<file path="src/speed_follower_pkg.sv">
// Shared constants, types and register map of the pulse-train speed follower
// Functional notes
// - Digital-mode select input enters digital mode
// - Jumper in digital position forces digital mode
// - Digital mode swaps oscillator for external pulses
// - Analog mode: ramp stage drives internal oscillator
// - Speed adjustments ignored in digital mode
// - One feedback count per reference pulse
// - 30-line encoder decodes to 120 counts
// - Open-collector output switches at twice RPM
// - Follower output tracks actual motor motion
// - Start with pulses present accelerates in limit
package speed_follower_pkg;

	// Clock and timing
	localparam int CLK_MHZ = 200;
	localparam int RAMP_TICK_NS = 1000;
	localparam int RAMP_TICK_CYC = (RAMP_TICK_NS * CLK_MHZ) / 1000;
	localparam int FO_HALF_NS = 5000;
	localparam int FO_HALF_CYC = (FO_HALF_NS * CLK_MHZ) / 1000;

	// Encoder geometry
	localparam int ENC_LINES = 30;
	localparam int ENC_COUNTS = 4 * ENC_LINES;

	// Level read on the jumper pin when it sits in the digital position
	localparam logic JUMPER_DIGITAL = 1'b1;

	// Loop constants
	localparam logic signed [17:0] ERR_LIMIT_CL = 18'sh003FF;
	localparam logic signed [17:0] ERR_LIMIT_MAX = 18'sh07FFF;
	localparam logic signed [17:0] TORQUE_MAX = 18'sh07FFF;
	localparam int KP_SHIFT = 6;
	localparam int VCO_ACC_W = 24;

	// Register byte addresses
	localparam logic [7:0] REG_CTRL = 8'h00;
	localparam logic [7:0] REG_SPEED_SET = 8'h04;
	localparam logic [7:0] REG_ACCEL = 8'h08;
	localparam logic [7:0] REG_DECEL = 8'h0C;
	localparam logic [7:0] REG_JOG_SPEED = 8'h10;
	localparam logic [7:0] REG_MIN_SPEED = 8'h14;
	localparam logic [7:0] REG_MAX_SPEED = 8'h18;
	localparam logic [7:0] REG_STATUS = 8'h1C;
	localparam logic [7:0] REG_FOLLOW_ERR = 8'h20;
	localparam logic [7:0] REG_VCO_RATE = 8'h24;
	localparam logic [7:0] REG_FB_POS = 8'h28;

	// Control fields and reset values
	localparam int CTRL_RUN_BIT = 0;
	localparam int CTRL_JOG_BIT = 1;
	localparam logic [1:0] CTRL_RST = 2'h0;
	localparam logic [15:0] SPEED_RST = 16'h0000;
	localparam logic [15:0] ACCEL_RST = 16'h0001;
	localparam logic [15:0] DECEL_RST = 16'h0001;
	localparam logic [15:0] MAX_SPEED_RST = 16'hFFFF;

	// Status fields
	localparam int ST_DIGITAL = 0;
	localparam int ST_AT_LIMIT = 1;
	localparam int ST_CUR_LIMIT = 2;
	localparam int ST_JUMPER = 3;
	localparam int ST_DIG_SEL = 4;
	localparam int ST_FREQ_PIN = 5;

	// One decoded encoder step
	typedef struct packed {
		logic up;
		logic dn;
	} quad_step_t;

	// Frequency output sequencer
	typedef enum logic [1:0] {FO_IDLE, FO_HIGH, FO_LOW} fo_state_t;

endpackage

</file>
<file path="src/speed_follower.sv">
// Speed reference selection, pulse-following loop and follower output
`timescale 1ns/1ps
module speed_follower (
	input wire logic clock,
	input wire logic sys_rst,
	input wire logic hsel,
	input wire logic [31:0] haddr,
	input wire logic [1:0] htrans,
	input wire logic hwrite,
	input wire logic [2:0] hsize,
	input wire logic [31:0] hwdata,
	input wire logic hready,
	output logic hreadyout,
	output logic hresp,
	output logic [31:0] hrdata,
	input wire logic dig_sel_pin,
	input wire logic mode_jumper,
	input wire logic ref_pulse_pin,
	input wire logic enc_a_pin,
	input wire logic enc_b_pin,
	input wire logic cur_limit_pin,
	input wire logic freq_oc_in,
	output logic freq_oc_out,
	output logic freq_oc_oe,
	output logic [15:0] torque_cmd,
	output logic torque_at_limit,
	output logic digital_mode
);
	// Synchronized pins
	logic [6:0] pins_s;
	logic [6:0] pins_p;
	logic dig_sel_s;
	logic jumper_s;
	logic ref_s;
	logic ref_rise;
	logic enc_a_s;
	logic enc_b_s;
	logic cur_lim_s;
	logic freq_pin_s;
	speed_follower_pkg::quad_step_t fb_step;

	// Bus side
	logic [7:0] addr_r;
	logic wr_r;
	logic take;
	logic [31:0] rd_mux;

	// Software registers
	logic [1:0] ctrl_r;
	logic [15:0] speed_set_r;
	logic [15:0] accel_r;
	logic [15:0] decel_r;
	logic [15:0] jog_r;
	logic [15:0] min_speed_r;
	logic [15:0] max_speed_r;

	// Analog path: ramp and oscillator
	localparam int VCO_W = speed_follower_pkg::VCO_ACC_W;
	logic [15:0] rate_r;
	logic [15:0] rate_nxt;
	logic [15:0] target;
	logic [15:0] trimmed;
	logic [7:0] tick_cnt_r;
	logic tick;
	logic [VCO_W:0] vco_acc_r;
	logic vco_pulse;

	// Following loop
	logic run;
	logic cmd_pulse;
	logic signed [17:0] err_r;
	logic signed [17:0] err_sum;
	logic signed [17:0] err_nxt;
	logic signed [17:0] err_lim;
	logic signed [17:0] torque_full;
	logic [31:0] fb_pos_r;

	// Follower output
	speed_follower_pkg::fo_state_t fo_state_r;
	speed_follower_pkg::fo_state_t fo_state_nxt;
	logic [7:0] fo_pend_r;
	logic [7:0] fo_pend_nxt;
	logic [15:0] fo_timer_r;
	logic fo_start;
	logic fo_done;
	logic fb_any;

	// Error beyond this already saturates torque; tested before the shift,
	// since a large backlog shifted inside 18 bits would wrap and flip sign
	localparam logic signed [17:0] TQ_ERR_MAX =
		speed_follower_pkg::TORQUE_MAX >>> speed_follower_pkg::KP_SHIFT;

	// Saturate a signed value to plus or minus a limit
	function automatic logic signed [17:0] sat(input logic signed [17:0] x,
		input logic signed [17:0] lim);
		if (x > lim)
			sat = lim;
		else if (x < -lim)
			sat = -lim;
		else
			sat = x;
	endfunction

	// Move a rate one step toward its target without overshoot
	function automatic logic [15:0] step_to(input logic [15:0] cur, input logic [15:0] tgt,
		input logic [15:0] up, input logic [15:0] dn);
		logic [16:0] s;
		s = 17'h00000;
		if (cur < tgt) begin
			s = {1'b0, cur} + {1'b0, up};
			step_to = (s > {1'b0, tgt}) ? tgt : s[15:0];
		end else if (cur > tgt) begin
			step_to = ((cur - tgt) < dn) ? tgt : cur - dn;
		end else begin
			step_to = cur;
		end
	endfunction

	// All pins come from outside the clock domain
	pin_sync #(.W(7)) u_pins (
		.clock(clock),
		.sys_rst(sys_rst),
		.d({freq_oc_in, cur_limit_pin, enc_b_pin, enc_a_pin, ref_pulse_pin, mode_jumper,
			dig_sel_pin}),
		.q(pins_s),
		.q_prev(pins_p)
	);

	assign dig_sel_s = pins_s[0];
	assign jumper_s = pins_s[1];
	assign ref_s = pins_s[2];
	assign enc_a_s = pins_s[3];
	assign enc_b_s = pins_s[4];
	assign cur_lim_s = pins_s[5];
	assign freq_pin_s = pins_s[6];
	assign ref_rise = ref_s & ~pins_p[2];

	// Encoder feedback counts
	quad_decoder u_quad (
		.clock(clock),
		.sys_rst(sys_rst),
		.enc_a(enc_a_s),
		.enc_b(enc_b_s),
		.step(fb_step)
	);

	// Mode selection: either the select pin or the jumper gives digital mode
	assign digital_mode = dig_sel_s | (jumper_s == speed_follower_pkg::JUMPER_DIGITAL);

	// AHB-Lite slave: zero wait states, always OKAY
	assign hreadyout = 1'b1;
	assign hresp = 1'b0;
	assign take = hsel & hready & htrans[1];

	// Read mux; unmapped addresses read as zero
	always_comb begin
		rd_mux = 32'h00000000;
		case (haddr[7:0])
			speed_follower_pkg::REG_CTRL: rd_mux = {30'h00000000, ctrl_r};
			speed_follower_pkg::REG_SPEED_SET: rd_mux = {16'h0000, speed_set_r};
			speed_follower_pkg::REG_ACCEL: rd_mux = {16'h0000, accel_r};
			speed_follower_pkg::REG_DECEL: rd_mux = {16'h0000, decel_r};
			speed_follower_pkg::REG_JOG_SPEED: rd_mux = {16'h0000, jog_r};
			speed_follower_pkg::REG_MIN_SPEED: rd_mux = {16'h0000, min_speed_r};
			speed_follower_pkg::REG_MAX_SPEED: rd_mux = {16'h0000, max_speed_r};
			speed_follower_pkg::REG_STATUS: rd_mux = {26'h0000000, freq_pin_s, dig_sel_s,
				jumper_s, cur_lim_s, torque_at_limit, digital_mode};
			speed_follower_pkg::REG_FOLLOW_ERR: rd_mux = {{14{err_r[17]}}, err_r};
			speed_follower_pkg::REG_VCO_RATE: rd_mux = {16'h0000, rate_r};
			speed_follower_pkg::REG_FB_POS: rd_mux = fb_pos_r;
			default: rd_mux = 32'h00000000;
		endcase
		if (haddr[31:8] != 24'h000000)
			rd_mux = 32'h00000000;
	end

	// Address phase capture; read data registered for the data phase
	always_ff @(posedge clock or posedge sys_rst) begin
		if (sys_rst) begin
			addr_r <= 8'h00;
			wr_r <= 1'b0;
			hrdata <= 32'h00000000;
		end else begin
			wr_r <= take & hwrite & (haddr[31:8] == 24'h000000);
			addr_r <= haddr[7:0];
			if (take & ~hwrite)
				hrdata <= rd_mux;
		end
	end

	// Register writes in the data phase
	always_ff @(posedge clock or posedge sys_rst) begin
		if (sys_rst) begin
			ctrl_r <= speed_follower_pkg::CTRL_RST;
			speed_set_r <= speed_follower_pkg::SPEED_RST;
			accel_r <= speed_follower_pkg::ACCEL_RST;
			decel_r <= speed_follower_pkg::DECEL_RST;
			jog_r <= speed_follower_pkg::SPEED_RST;
			min_speed_r <= speed_follower_pkg::SPEED_RST;
			max_speed_r <= speed_follower_pkg::MAX_SPEED_RST;
		end else if (wr_r) begin
			case (addr_r)
				speed_follower_pkg::REG_CTRL: ctrl_r <= hwdata[1:0];
				speed_follower_pkg::REG_SPEED_SET: speed_set_r <= hwdata[15:0];
				speed_follower_pkg::REG_ACCEL: accel_r <= hwdata[15:0];
				speed_follower_pkg::REG_DECEL: decel_r <= hwdata[15:0];
				speed_follower_pkg::REG_JOG_SPEED: jog_r <= hwdata[15:0];
				speed_follower_pkg::REG_MIN_SPEED: min_speed_r <= hwdata[15:0];
				speed_follower_pkg::REG_MAX_SPEED: max_speed_r <= hwdata[15:0];
				default: ctrl_r <= ctrl_r;
			endcase
		end
	end

	assign run = ctrl_r[speed_follower_pkg::CTRL_RUN_BIT];

	// Speed target: jog overrides run speed, trims bound the setpoint
	assign trimmed = (speed_set_r < min_speed_r) ? min_speed_r :
		(speed_set_r > max_speed_r) ? max_speed_r : speed_set_r;
	assign target = !run ? 16'h0000 :
		ctrl_r[speed_follower_pkg::CTRL_JOG_BIT] ? jog_r : trimmed;

	// Ramp tick divider
	assign tick = (tick_cnt_r == 8'(speed_follower_pkg::RAMP_TICK_CYC - 1));

	always_ff @(posedge clock or posedge sys_rst) begin
		if (sys_rst)
			tick_cnt_r <= 8'h00;
		else
			tick_cnt_r <= tick ? 8'h00 : tick_cnt_r + 8'h01;
	end

	// Accel/decel stage; held at zero in digital mode so knobs do nothing
	assign rate_nxt = digital_mode ? 16'h0000 :
		tick ? step_to(rate_r, target, accel_r, decel_r) : rate_r;

	always_ff @(posedge clock or posedge sys_rst) begin
		if (sys_rst)
			rate_r <= 16'h0000;
		else
			rate_r <= rate_nxt;
	end

	// Oscillator: phase accumulator whose carry is one command pulse
	assign vco_pulse = vco_acc_r[VCO_W];

	always_ff @(posedge clock or posedge sys_rst) begin
		if (sys_rst)
			vco_acc_r <= '0;
		else
			vco_acc_r <= {1'b0, vco_acc_r[VCO_W-1:0]} + {{(VCO_W-15){1'b0}}, rate_r};
	end

	// Command source: oscillator is cut off while external pulses govern
	assign cmd_pulse = run & (digital_mode ? ref_rise : vco_pulse);

	// Following error: plus one per command, minus one per forward count
	assign err_sum = err_r + (cmd_pulse ? 18'sh00001 : 18'sh00000) +
		(fb_step.dn ? 18'sh00001 : 18'sh00000) -
		(fb_step.up ? 18'sh00001 : 18'sh00000);
	// In current limit the error is capped, so excess pulses are lost
	assign err_lim = cur_lim_s ? speed_follower_pkg::ERR_LIMIT_CL :
		speed_follower_pkg::ERR_LIMIT_MAX;
	assign err_nxt = run ? sat(err_sum, err_lim) : 18'sh00000;

	always_ff @(posedge clock or posedge sys_rst) begin
		if (sys_rst)
			err_r <= 18'sh00000;
		else
			err_r <= err_nxt;
	end

	// Torque demand from error; a backlog of pulses at start pins it at limit
	assign torque_full = (err_r > TQ_ERR_MAX) ? speed_follower_pkg::TORQUE_MAX :
		(err_r < -TQ_ERR_MAX) ? -speed_follower_pkg::TORQUE_MAX :
		(err_r <<< speed_follower_pkg::KP_SHIFT);

	always_ff @(posedge clock or posedge sys_rst) begin
		if (sys_rst) begin
			torque_cmd <= 16'h0000;
			torque_at_limit <= 1'b0;
		end else begin
			torque_cmd <= torque_full[15:0];
			torque_at_limit <= (torque_full == speed_follower_pkg::TORQUE_MAX) ||
				(torque_full == -speed_follower_pkg::TORQUE_MAX);
		end
	end

	// Motor position in feedback counts, 120 per turn
	always_ff @(posedge clock or posedge sys_rst) begin
		if (sys_rst)
			fb_pos_r <= 32'h00000000;
		else if (fb_step.up)
			fb_pos_r <= fb_pos_r + 32'h00000001;
		else if (fb_step.dn)
			fb_pos_r <= fb_pos_r - 32'h00000001;
	end

	// Follower output: one pulse per real count, so it follows limit and stops
	assign fb_any = fb_step.up | fb_step.dn;
	assign fo_done = (fo_timer_r == 16'(speed_follower_pkg::FO_HALF_CYC - 1));
	assign fo_start = (fo_state_r == speed_follower_pkg::FO_IDLE || (fo_state_r ==
		speed_follower_pkg::FO_LOW && fo_done)) && (fo_pend_r != 8'h00);
	// A count arriving as a pulse starts is kept: add and remove both apply
	assign fo_pend_nxt = fo_pend_r + ((fb_any && fo_pend_r != 8'hFF) ? 8'h01 : 8'h00) -
		(fo_start ? 8'h01 : 8'h00);

	always_comb begin
		fo_state_nxt = fo_state_r;
		case (fo_state_r)
			speed_follower_pkg::FO_IDLE:
				if (fo_start)
					fo_state_nxt = speed_follower_pkg::FO_HIGH;
			speed_follower_pkg::FO_HIGH:
				if (fo_done)
					fo_state_nxt = speed_follower_pkg::FO_LOW;
			speed_follower_pkg::FO_LOW:
				if (fo_start)
					fo_state_nxt = speed_follower_pkg::FO_HIGH;
				else if (fo_done)
					fo_state_nxt = speed_follower_pkg::FO_IDLE;
			default: fo_state_nxt = speed_follower_pkg::FO_IDLE;
		endcase
	end

	// Each count gives a high and a low half of 5 us: 100 kHz ceiling
	always_ff @(posedge clock or posedge sys_rst) begin
		if (sys_rst) begin
			fo_state_r <= speed_follower_pkg::FO_IDLE;
			fo_pend_r <= 8'h00;
			fo_timer_r <= 16'h0000;
		end else begin
			fo_state_r <= fo_state_nxt;
			fo_pend_r <= fo_pend_nxt;
			fo_timer_r <= (fo_state_nxt != fo_state_r || fo_done) ? 16'h0000 :
				fo_timer_r + 16'h0001;
		end
	end

	// Open collector: transistor on during the high half, pulling the pin low
	assign freq_oc_out = 1'b0;
	assign freq_oc_oe = (fo_state_r == speed_follower_pkg::FO_HIGH);

endmodule // speed_follower

</file>
<file path="src/pin_sync.sv">
// Two-flop synchronizer with a third stage for edge detection
`timescale 1ns/1ps
module pin_sync #(
	parameter int W = 1
) (
	input wire logic clock,
	input wire logic sys_rst,
	input wire logic [W-1:0] d,
	output logic [W-1:0] q,
	output logic [W-1:0] q_prev
);
	logic [W-1:0] meta_r;

	// Stage one is read only by stage two; edges compare stages two and three
	always_ff @(posedge clock or posedge sys_rst) begin
		if (sys_rst) begin
			meta_r <= '0;
			q <= '0;
			q_prev <= '0;
		end else begin
			meta_r <= d;
			q <= meta_r;
			q_prev <= q;
		end
	end
endmodule // pin_sync

</file>
<file path="src/quad_decoder.sv">
// Full quadrature decoder: every edge of either channel is one count
`timescale 1ns/1ps
module quad_decoder (
	input wire logic clock,
	input wire logic sys_rst,
	input wire logic enc_a,
	input wire logic enc_b,
	output speed_follower_pkg::quad_step_t step
);
	logic [1:0] ab_r;
	logic [1:0] ab_now;
	logic fwd;
	logic rev;

	// Gray order 00-01-11-10 is forward; a double jump is noise and dropped
	function automatic logic is_fwd(input logic [1:0] p, input logic [1:0] n);
		is_fwd = (p == 2'h0 && n == 2'h1) || (p == 2'h1 && n == 2'h3) ||
			(p == 2'h3 && n == 2'h2) || (p == 2'h2 && n == 2'h0);
	endfunction

	assign ab_now = {enc_a, enc_b};
	assign fwd = is_fwd(ab_r, ab_now);
	assign rev = is_fwd(ab_now, ab_r);

	// Four counts per line give 120 per turn on a 30-line encoder
	always_ff @(posedge clock or posedge sys_rst) begin
		if (sys_rst) begin
			ab_r <= 2'h0;
			step <= '0;
		end else begin
			ab_r <= ab_now;
			step.up <= fwd;
			step.dn <= rev;
		end
	end
endmodule // quad_decoder

</file>
<file path="config.mk">
export PLATFORM = sky130hd
export DESIGN_NAME = speed_follower
export DESIGN_NICKNAME = d
export VERILOG_FILES = /design/src/speed_follower_pkg.sv /design/src/speed_follower.sv /design/src/pin_sync.sv /design/src/quad_decoder.sv
export SDC_FILE = /design/constraint.sdc
export NUM_CORES = 1
export LEC_CHECK = 0
export BUFFER_PORTS_ARGS = -buffer_cell sky130_fd_sc_hd__buf_2
export CAP_MARGIN = 20
export CELL_PAD_IN_SITES_DETAIL_PLACEMENT = 0
export CELL_PAD_IN_SITES_GLOBAL_PLACEMENT = 1
export CORE_AREA = 4 4 266 164
export CTS_CLUSTER_SIZE = 40
export DETAILED_ROUTE_END_ITERATION = 8
export DIE_AREA = 0 0 270 168
export GPL_ROUTABILITY_DRIVEN = 0
export PLACE_DENSITY_LB_ADDON = 0.12
export SKIP_CTS_REPAIR_TIMING = 1
export SLEW_MARGIN = 10
export SYNTH_ARGS = -nofsm -noshare
export SYNTH_HDL_FRONTEND = slang
export SYNTH_SLANG_ARGS = --single-unit
export TNS_END_PERCENT = 30
</file>
<file path="constraint.sdc">
create_clock -name clock -period 26 [get_ports clock]
set_clock_uncertainty 0.15 [all_clocks]
set_input_delay 3.9 -clock clock [delete_from_list [all_inputs] [get_ports clock]]
set_output_delay 3.9 -clock clock [all_outputs]
set_load 0.02 [all_outputs]
</file>
==> results of run 1 <==
==> worst reg2reg max path: cells and delay by family, from the launching register on <==
family	cells	cell delay, ps
buffers and inverters	3	570
adders and majority gates	3	800
DFF	1	560
AOI/OAI and AO/OA	21	5170
xor gates and xnor gates	1	170
and+or+nand+nor	6	940
==> cells by family after synthesis <==
group                      count (synthesis)
AOI/OAI and AO/OA                        621
xor gates and xnor gates                 124
adders and majority gates                235
buffers and inverters                    206
DFF                                      296
muxes                                    103
other                                      2
and+or+nand+nor                          545
==> per-layer routing <==
| metal | GRT usage [%] | vias to the layer above | routed length (um) |
|---|---|---|---|
| met5 | 0 | - | 0 |
| met4 | 4.520 | 0 | 1034 |
| met3 | 7.906 | 71 | 5890 |
| met2 | 36.81 | 563 | 23790 |
| met1 | 42.00 | 8158 | 31130 |
| li1 | - | 7980 | - |
==> layout make-up <==
type,instances,area (um^2),share of cell area (%)
tap,540,675.6,2.992
clock inverter,13,172.7,0.7646
sequential,296,7430,32.90
antenna,1,2.502,0.01108
multi-input combinational,1631,12120,53.65
clock buffer,43,890.9,3.945
inverter,139,529.3,2.344
timing repair buffer,138,765.7,3.391
==> state kept, by name (all words and copies together) (netlist names), 2 cells and up <==
register,count
fb_pos_r,32
hrdata,32
vco_acc_r,25
err_r,18
accel_r,16
decel_r,16
fo_timer_r,16
jog_r,16
max_speed_r,16
min_speed_r,16
rate_r,16
speed_set_r,16
torque_cmd,12
addr_r,8
fo_pend_r,8
tick_cnt_r,8
u_pins.meta_r,7
u_pins.q,7
ctrl_r,2
fo_state_r,2
u_quad.ab_r,2
u_quad.step,2
==> synth_stat cells (10+ instances only) <==
| master | instances | area share (%) |
|---|---|---|
| a222oi_1 | 20 | 0.99 |
| nand3b_1 | 10 | 0.37 |
| a31oi_1 | 17 | 0.52 |
| and3_1 | 12 | 0.37 |
| xor2_1 | 47 | 2.0 |
| nand2_1 | 154 | 2.8 |
| mux2_2 | 90 | 5.0 |
| mux2i_1 | 11 | 0.54 |
| nor2_1 | 141 | 2.6 |
| o21bai_1 | 16 | 0.59 |
| dfrtp_1 | 278 | 34 |
| ha_1 | 227 | 14 |
| a221oi_1 | 23 | 0.99 |
| and2_1 | 14 | 0.43 |
| nand4_1 | 27 | 0.83 |
| nand3_1 | 49 | 1.2 |
| nor3_1 | 25 | 0.62 |
| a21o_1 | 66 | 2.4 |
| nor4_1 | 19 | 0.58 |
| xnor2_1 | 76 | 3.3 |
| a21oi_1 | 136 | 3.3 |
| nor2b_1 | 24 | 0.74 |
| a211oi_1 | 15 | 0.55 |
| o21ai_0 | 156 | 3.8 |
| o21a_1 | 24 | 0.89 |
| o31ai_1 | 10 | 0.37 |
| inv_1 | 139 | 2.6 |
| a22oi_1 | 27 | 1.0 |
| dfstp_2 | 18 | 2.3 |
| nand2b_1 | 32 | 0.99 |
| clkbuf_1 | 54 | 1.0 |
==> path summary, 6_finish.rpt <==
kind                                  start  cells after the start              to
min                        u_pins.meta_r[3]                      0     u_pins.q[3]
min in group asynchronous           sys_rst                      2  u_quad.ab_r[1]
max                         max_speed_r[13]                     34       rate_r[0]
min reg2reg                u_pins.meta_r[3]                      0     u_pins.q[3]
max in group asynchronous           sys_rst                      4    vco_acc_r[9]
max reg2reg                 max_speed_r[13]                     34       rate_r[0]
==> where the power goes <==
group	leakage [uW]	total, uW	internal [uW]	switching [uW]
Clock	0.000531	476	277	199
Sequential	0.00373	615	529	85.8
Combinational	0.00654	973	402	571
Total	0.0108	2060	1210	856
==> stage by stage <==
step                      hold WS (ps)  cell area, um^2  total power [uW]
final                            193.4            22580              2064
after global routing             204.9            22580              2215
after CTS                        197.6            22560              2061
after detailed placement         185.5            21490              1576
after global placement           183.6            21490              1553
after floorplan                  181.2            20320              1334
==> summary.txt, run 1 <==
Status
  • Status: finished clean

Timing
  • FMAX: 118.2 MHz
  • TNS Setup: 0 ps
  • Post-route setup slack: 17540 ps
  • Slew Limit Headroom: 24.05%
  • Post-route minimum period: 8460 ps
  • Final period util: 32.54%
  • RSZ-0062 raised after global routing: no
  • # setup viols final: 0
  • Fin. max-slew vios: 0
  • Worst slew pin tran: 1136 ps
  • Fin. Hold Viols: 0

Finish
  • Layout Utilization: 54.69%
  • Nets: 2552
  • Layout area overhead: 11.14%
  • Commonest non-fill, non-tap cell in the layout: dfrtp_1
  • Most frequent cells in the layout: 278 x dfrtp_1, 227 x ha_1, 156 x o21ai_0, 154 x nand2_1, 138 x inv_1
  • Final non-filler cell total: 2801
  • Share of cells above drive strength 1: 14.87%
  • Filler instances: 3735

Global routing
  • Vias in the first global route: 16270
  • Grt total ovfl: 0
  • First-pass GRT wire length: 96680 um
  • Initial antenna violation count: 1
  • Total track usage: 26.87%
  • Largest net degree at the start of global routing: 127

Route
  • 1st-pass router iterations: 9
  • Routed wire length: 61850 um
  • Via/cell ratio: 5.988
  • DR vias: 16770
  • Detail Route Antenna Nets: 0
  • First DRT Iteration DRCs: 1664
  • # DRC: 0
  • Wirelength per Cell: 22.08 um

Floorplan
  • Die Area: 0.04536 mm^2
  • Die height: 168 um
  • Ports: 135
  • Core area: 0.04129 mm^2
  • Num rows: 58
  • Die width: 270 um
  • Initial Utilization: 49.21%

Critical path
  • Slowest cell on crit path: o41ai_1
  • Crit Path Max Fanout: 16
  • CP Class: flop to flop
  • Crit-path max cell delay: 650 ps
  • CP endpoint kind: flop
  • R2R setup slack: 17540 ps
  • Bufs and invs on worst path: 3
  • Most common cell on crit path: a21oi_1
  • Critical path startpoint category: flop
  • WP data required: 26370 ps
  • CP delay by family, top: compound AO/OA/AOI/OAI gates
  • Worst endpoint data arrival time: 8830 ps

Yosys
  • Post-Syn Instances: 2132
  • Mux cell area share after synthesis: 5.653%
  • Yosys Warn Count: 0
  • Number of flops mapped to enable cells by yosys: 0
  • Synth Register Bits: 296
  • Simple-Gate Fraction of Synth Area: 13.04%
  • Largest family of logic cells by synthesized area: compound AO/OA/AOI/OAI gates
  • Asr flop ratio synth: 100.0%
  • Post-Synth XOR/XNOR Area: 5.382%
  • Netlist cell types: 94
  • Synth Area in Compound Gates: 20.56%
  • Adder-cell share of the synthesized area: 14.77%
  • Avg Cell Area, Syn: 9.531 um^2
  • Register area share after synthesis: 36.56%
  • Mapped Area: 0.02032 mm^2
  • Top FF cell, synth: dfrtp_1

Min path
  • Hold Path Class: flop to flop

Clock network
  • Clk_lat worst skew: 590 ps
  • CTS H-tree lvls: 1
  • Clock transition at path regs: 70 ps
  • Root cell of the clock tree: clkbuf_16
  • CTS tree: yes
  • CTS buffer count: 30
  • Clk sinks: 296
  • Clock tree buffer depth: 3

Placement
  • DP Cell Count: 2742
  • Final HPWL DP: 46980 um
  • Dpl ws: 17990 ps
  • IO Port Bufs: 111

Pwr
  • Pleak: 0.01080 uW
  • VDD IR max: 0.06727 mV
  • Pwr dens: 91.40 mW/mm^2

Job
  • Number of max-cap violations: 0
Note: power is estimated with default switching activity, not from simulation.
==> run 2, diff against run 1 <==
--- a/config.mk
+++ b/config.mk
@@ -5,14 +5,15 @@
 export SDC_FILE = /design/constraint.sdc
 export NUM_CORES = 1
 export LEC_CHECK = 0
+export ABC_AREA = 1
 export BUFFER_PORTS_ARGS = -buffer_cell sky130_fd_sc_hd__buf_2
 export CAP_MARGIN = 20
 export CELL_PAD_IN_SITES_DETAIL_PLACEMENT = 0
 export CELL_PAD_IN_SITES_GLOBAL_PLACEMENT = 1
-export CORE_AREA = 4 4 266 164
+export CORE_AREA = 4 4 297 182
 export CTS_CLUSTER_SIZE = 40
 export DETAILED_ROUTE_END_ITERATION = 8
-export DIE_AREA = 0 0 270 168
+export DIE_AREA = 0 0 301 186
 export GPL_ROUTABILITY_DRIVEN = 0
 export PLACE_DENSITY_LB_ADDON = 0.12
 export SKIP_CTS_REPAIR_TIMING = 1
==> constraint.sdc (replaced) <==
create_clock -name clock -period 7.4 [get_ports clock]
set_clock_uncertainty 0.15 [all_clocks]
set_input_delay 1.11 -clock clock [delete_from_list [all_inputs] [get_ports clock]]
set_output_delay 1.11 -clock clock [all_outputs]
set_load 0.02 [all_outputs]
==> run 2 against run 1 <==
  * Critical endpoint is now rate_r[14]
  * Clock-buffer cell count grew 3
  * Critical path type unchanged
  * Largest power group unchanged
  * Via count grew 17%
  * Synthesized cell count increased by 29%
  * Cell area grew 5.4%
  * Critical path depth grew 3
==> summary.txt, run 2 <==
Route
  • First DRT Iteration DRCs: 1977 (was 1664)
  • DR vias: 19630 (was 16770)
  • 1st-pass router iterations: 6 (was 9)
  • Detail Route Antenna Nets: 0 (unchanged)
  • Via/cell ratio: 5.480 (was 5.988)
  • Routed wire length: 73860 um (was 61850 um)
  • Wirelength per Cell: 20.61 um (was 22.08 um)
  • # DRC: 0 (unchanged)

Critical path
  • RR Startpoint: max_speed_r[9] (was max_speed_r[13])
  • R2R depth: 37 (was 34)
  • Crit-path max cell delay: 530 ps (was 650 ps)
  • CP Class: flop to flop (unchanged)
  • Most common cell on crit path: nand2_1 (was a21oi_1)
  • CP endpoint kind: flop (unchanged)
  • Worst endpoint data arrival time: 7030 ps (was 8830 ps)
  • Crit Path Max Fanout: 12 (was 16)
  • Slowest cell on crit path: dfstp_2 (was o41ai_1)
  • WP data required: 7660 ps (was 26370 ps)
  • Critical path startpoint category: flop (unchanged)
  • Worst r2r dst: rate_r[14] (was rate_r[0])
  • R2R setup slack: 630 ps (was 17540 ps)

Finish
  • Layout area overhead: 11.38% (was 11.14%)
  • Footprint of the multi-input gates: 0.01223 mm^2 (was 0.01212 mm^2)
  • Layout Utilization: 46.73% (was 54.69%)
  • Sequential cell area: 0.007430 mm^2 (unchanged)
  • Biggest regs: fb_pos_r x32, hrdata x32, vco_acc_r x25 (unchanged)
  • Share of cells above drive strength 1: 11.70% (was 14.87%)
  • Nets: 3181 (was 2552)
  • Most frequent cells in the layout: 612 x nand2_1, 342 x inv_1, 278 x dfrtp_1, 227 x ha_1, 212 x o21ai_0 (was 278 x dfrtp_1, 227 x ha_1, 156 x o21ai_0, 154 x nand2_1, 138 x inv_1)
  • Commonest non-fill, non-tap cell in the layout: nand2_1 (was dfrtp_1)
  • Final non-filler cell total: 3583 (was 2801)
  • Filler instances: 5084 (was 3735)
  • Ant. Diodes: 0 (was 1)

Clock network
  • Root cell of the clock tree: clkbuf_16 (unchanged)
  • CTS H-tree lvls: 2 (was 1)
  • Clock tree buffer depth: 3 (unchanged)
  • CTS buffer count: 34 (was 30)
  • Clock transition at path regs: 70 ps (about the same)
  • Clk_lat worst skew: 540 ps (was 590 ps)
  • CTS tree: yes (unchanged)
  • Clk sinks: 296 (unchanged)

Floorplan
  • Die Area: 0.05599 mm^2 (was 0.04536 mm^2)
  • Die height: 186 um (was 168 um)
  • Ports: 135 (unchanged)
  • Initial Utilization: 41.95% (was 49.21%)
  • Die width: 301 um (was 270 um)
  • Num rows: 64 (was 58)
  • Core area: 0.05093 mm^2 (was 0.04129 mm^2)

Yosys
  • Register area share after synthesis: 34.77% (was 36.56%)
  • Top cells by area, synth: dfrtp_1 33%, ha_1 13%, nand2_1 11%, inv_1 6.0%, o21ai_0 5.0% (was dfrtp_1 34%, ha_1 14%, mux2_2 5.0%, o21ai_0 3.8%, a21oi_1 3.3%)
  • Yosys Warn Count: 0 (unchanged)
  • Synth Register Bits: 296 (unchanged)
  • Avg Cell Area, Syn: 7.744 um^2 (was 9.531 um^2)
  • Number of flops mapped to enable cells by yosys: 0 (unchanged)
  • Mapped Area: 0.02137 mm^2 (was 0.02032 mm^2)
  • Mux cell area share after synthesis: 0% (was 5.653%)
  • Top FF cell, synth: dfrtp_1 (unchanged)
  • Commonest cells post-synth: 612 x nand2_1, 343 x inv_1, 278 x dfrtp_1, 227 x ha_1, 212 x o21ai_0 (was 278 x dfrtp_1, 227 x ha_1, 156 x o21ai_0, 154 x nand2_1, 141 x nor2_1)
  • Synth Area in Compound Gates: 16.31% (was 20.56%)
  • Post-Synth XOR/XNOR Area: 3.572% (was 5.382%)
  • Synth area leader: dfrtp_1 (unchanged)
  • Synth top area share: 32.56% (was 34.24%)
  • Count leader, synth: nand2_1 (was dfrtp_1)
  • Netlist cell types: 68 (was 94)
  • Simple-Gate Fraction of Synth Area: 23.22% (was 13.04%)
  • Largest family of logic cells by synthesized area: simple AND/OR/NAND/NOR gates (was compound AO/OA/AOI/OAI gates)
  • Adder-cell share of the synthesized area: 14.04% (was 14.77%)
  • Post-Syn Instances: 2759 (was 2132)
  • Asr flop ratio synth: 100.0% (unchanged)

Pwr
  • VDD IR max: 0.2709 mV (was 0.06727 mV)
  • Pwr dens: 323.7 mW/mm^2 (was 91.40 mW/mm^2)
  • Pleak: 0.01322 uW (was 0.01080 uW)

Global routing
  • First-pass GRT wire length: 113400 um (was 96680 um)
  • Grt total ovfl: 0 (unchanged)
  • Total track usage: 26.46% (was 26.87%)
  • Largest net degree at the start of global routing: 158 (was 127)
  • Vias in the first global route: 18620 (was 16270)
  • Initial antenna violation count: 3 (was 1)

Job
  • Number of max-cap violations: 0 (unchanged)

Timing
  • FMAX: 147.7 MHz (was 118.2 MHz)
  • Slew Limit Headroom: 30.06% (was 24.05%)
  • RSZ-0062 raised after global routing: no (unchanged)
  • TNS Setup: 0 ps (unchanged)
  • Fin. max-slew vios: 0 (unchanged)
  • Final period util: 91.48% (was 32.54%)
  • Post-route minimum period: 6770 ps (was 8460 ps)
  • # setup viols final: 0 (unchanged)
  • Fin. Hold Viols: 0 (unchanged)
  • Worst slew pin tran: 1048 ps (was 1136 ps)

Placement
  • Final HPWL DP: 58080 um (was 46980 um)
  • IO Port Bufs: 111 (unchanged)
  • DP Cell Count: 3521 (was 2742)

Min path
  • Hold worst-path end: u_pins.q[1] (was u_pins.q[3])
  • Hold path start: u_pins.meta_r[1] (was u_pins.meta_r[3])
  • Hold Path Class: flop to flop (unchanged)
  • Hold Crit Depth: 0 (unchanged)

Status
  • Status: finished clean (unchanged)
==> run 2: cell types whose count changed in the layout (fill, tap and decap cells not counted), sizes merged, moves of 32 or more <==
| cell | change |
|---|---|
| a21oi | +62 |
| nand3 | +111 |
| inv | +220 |
| xnor2 | -54 |
| nand2b | -32 |
| nand2 | +481 |
| nor2 | +49 |
| mux2 | -91 |
| a21o | -54 |
| o21ai | +75 |
==> run 2: cells by family (layout without fill, tap and decap cells) <==
| group | Yosys count | after routing |
|---|---|---|
| adder cells (fa/ha/maj) | 235 | 235 |
| AND/OR/NAND/NOR | 1120 | 1120 |
| flip-flops | 296 | 296 |
| buffers and inverters | 431 | 561 |
| XOR/XNOR | 85 | 85 |
| other | 2 | 3 |
| AO/OA/AOI/OAI | 590 | 590 |
==> run 2: metrics by stage <==
stage                     setup WS (ps)  power, uW  hold slack [ps]  cell area, um^2
after detailed placement          983.3       5932            184.7            22670
after global routing              198.1       8356            202.5            23800
final                             630.5       7704            193.6            23800
after floorplan                    2224       4963            181.2            21370
after CTS                         942.5       7717            198.6            23790
after global placement             1011       5892            184.1            22650
==> run 2: how the worst max path moves through the flow <==
stage	startpoint	to	slack, ps	depth (start not counted)
6_report	max_speed_r[9]	rate_r[14]	630	37
5_1_grt	max_speed_r[9]	rate_r[14]	200	37
4_1_cts	max_speed_r[9]	rate_r[14]	940	37
3_5_place_dp	max_speed_r[11]	rate_r[14]	980	37
3_3_place_gp	max_speed_r[9]	rate_r[14]	1010	37
2_1_floorplan	sys_rst	accel_r[10]	2220	1
==> run 2: critical path: cells and delay by family (launching register included) <==
family / cells / cell delay (ps)
simple gates: 25 / 3120
fa+ha+maj: 3 / 1000
compound gates: 3 / 990
buf+inv: 6 / 830
flops: 1 / 530
==> run 2: where the power goes <==
group / switching [uW] / internal, uW / total, uW / leakage (uW)
clock: 734 / 996 / 1730 / 0.000541
sequential: 253 / 1870 / 2120 / 0.00339
combinational: 2520 / 1330 / 3850 / 0.00928
==> run 2: area by class of cell <==
class	instances	area share [%]
Clock buffer	46	4.064
Timing Repair Buffer	139	3.354
Tap cell	693	3.644
Sequential cell	296	31.22
Multi-Input combinational cell	2033	51.38
Clock inverter	15	0.6257
Inverter	361	5.715
==> run 2: metal layers <==
layer | vias to the layer above | global-route usage, % | wire (um)
li1 | 9444 | - | -
met1 | 9401 | 42.78 | 38660
met2 | 710 | 34.82 | 27010
met3 | 79 | 6.808 | 7029
met4 | 0 | 4.524 | 1164
met5 | - | 0 | 0
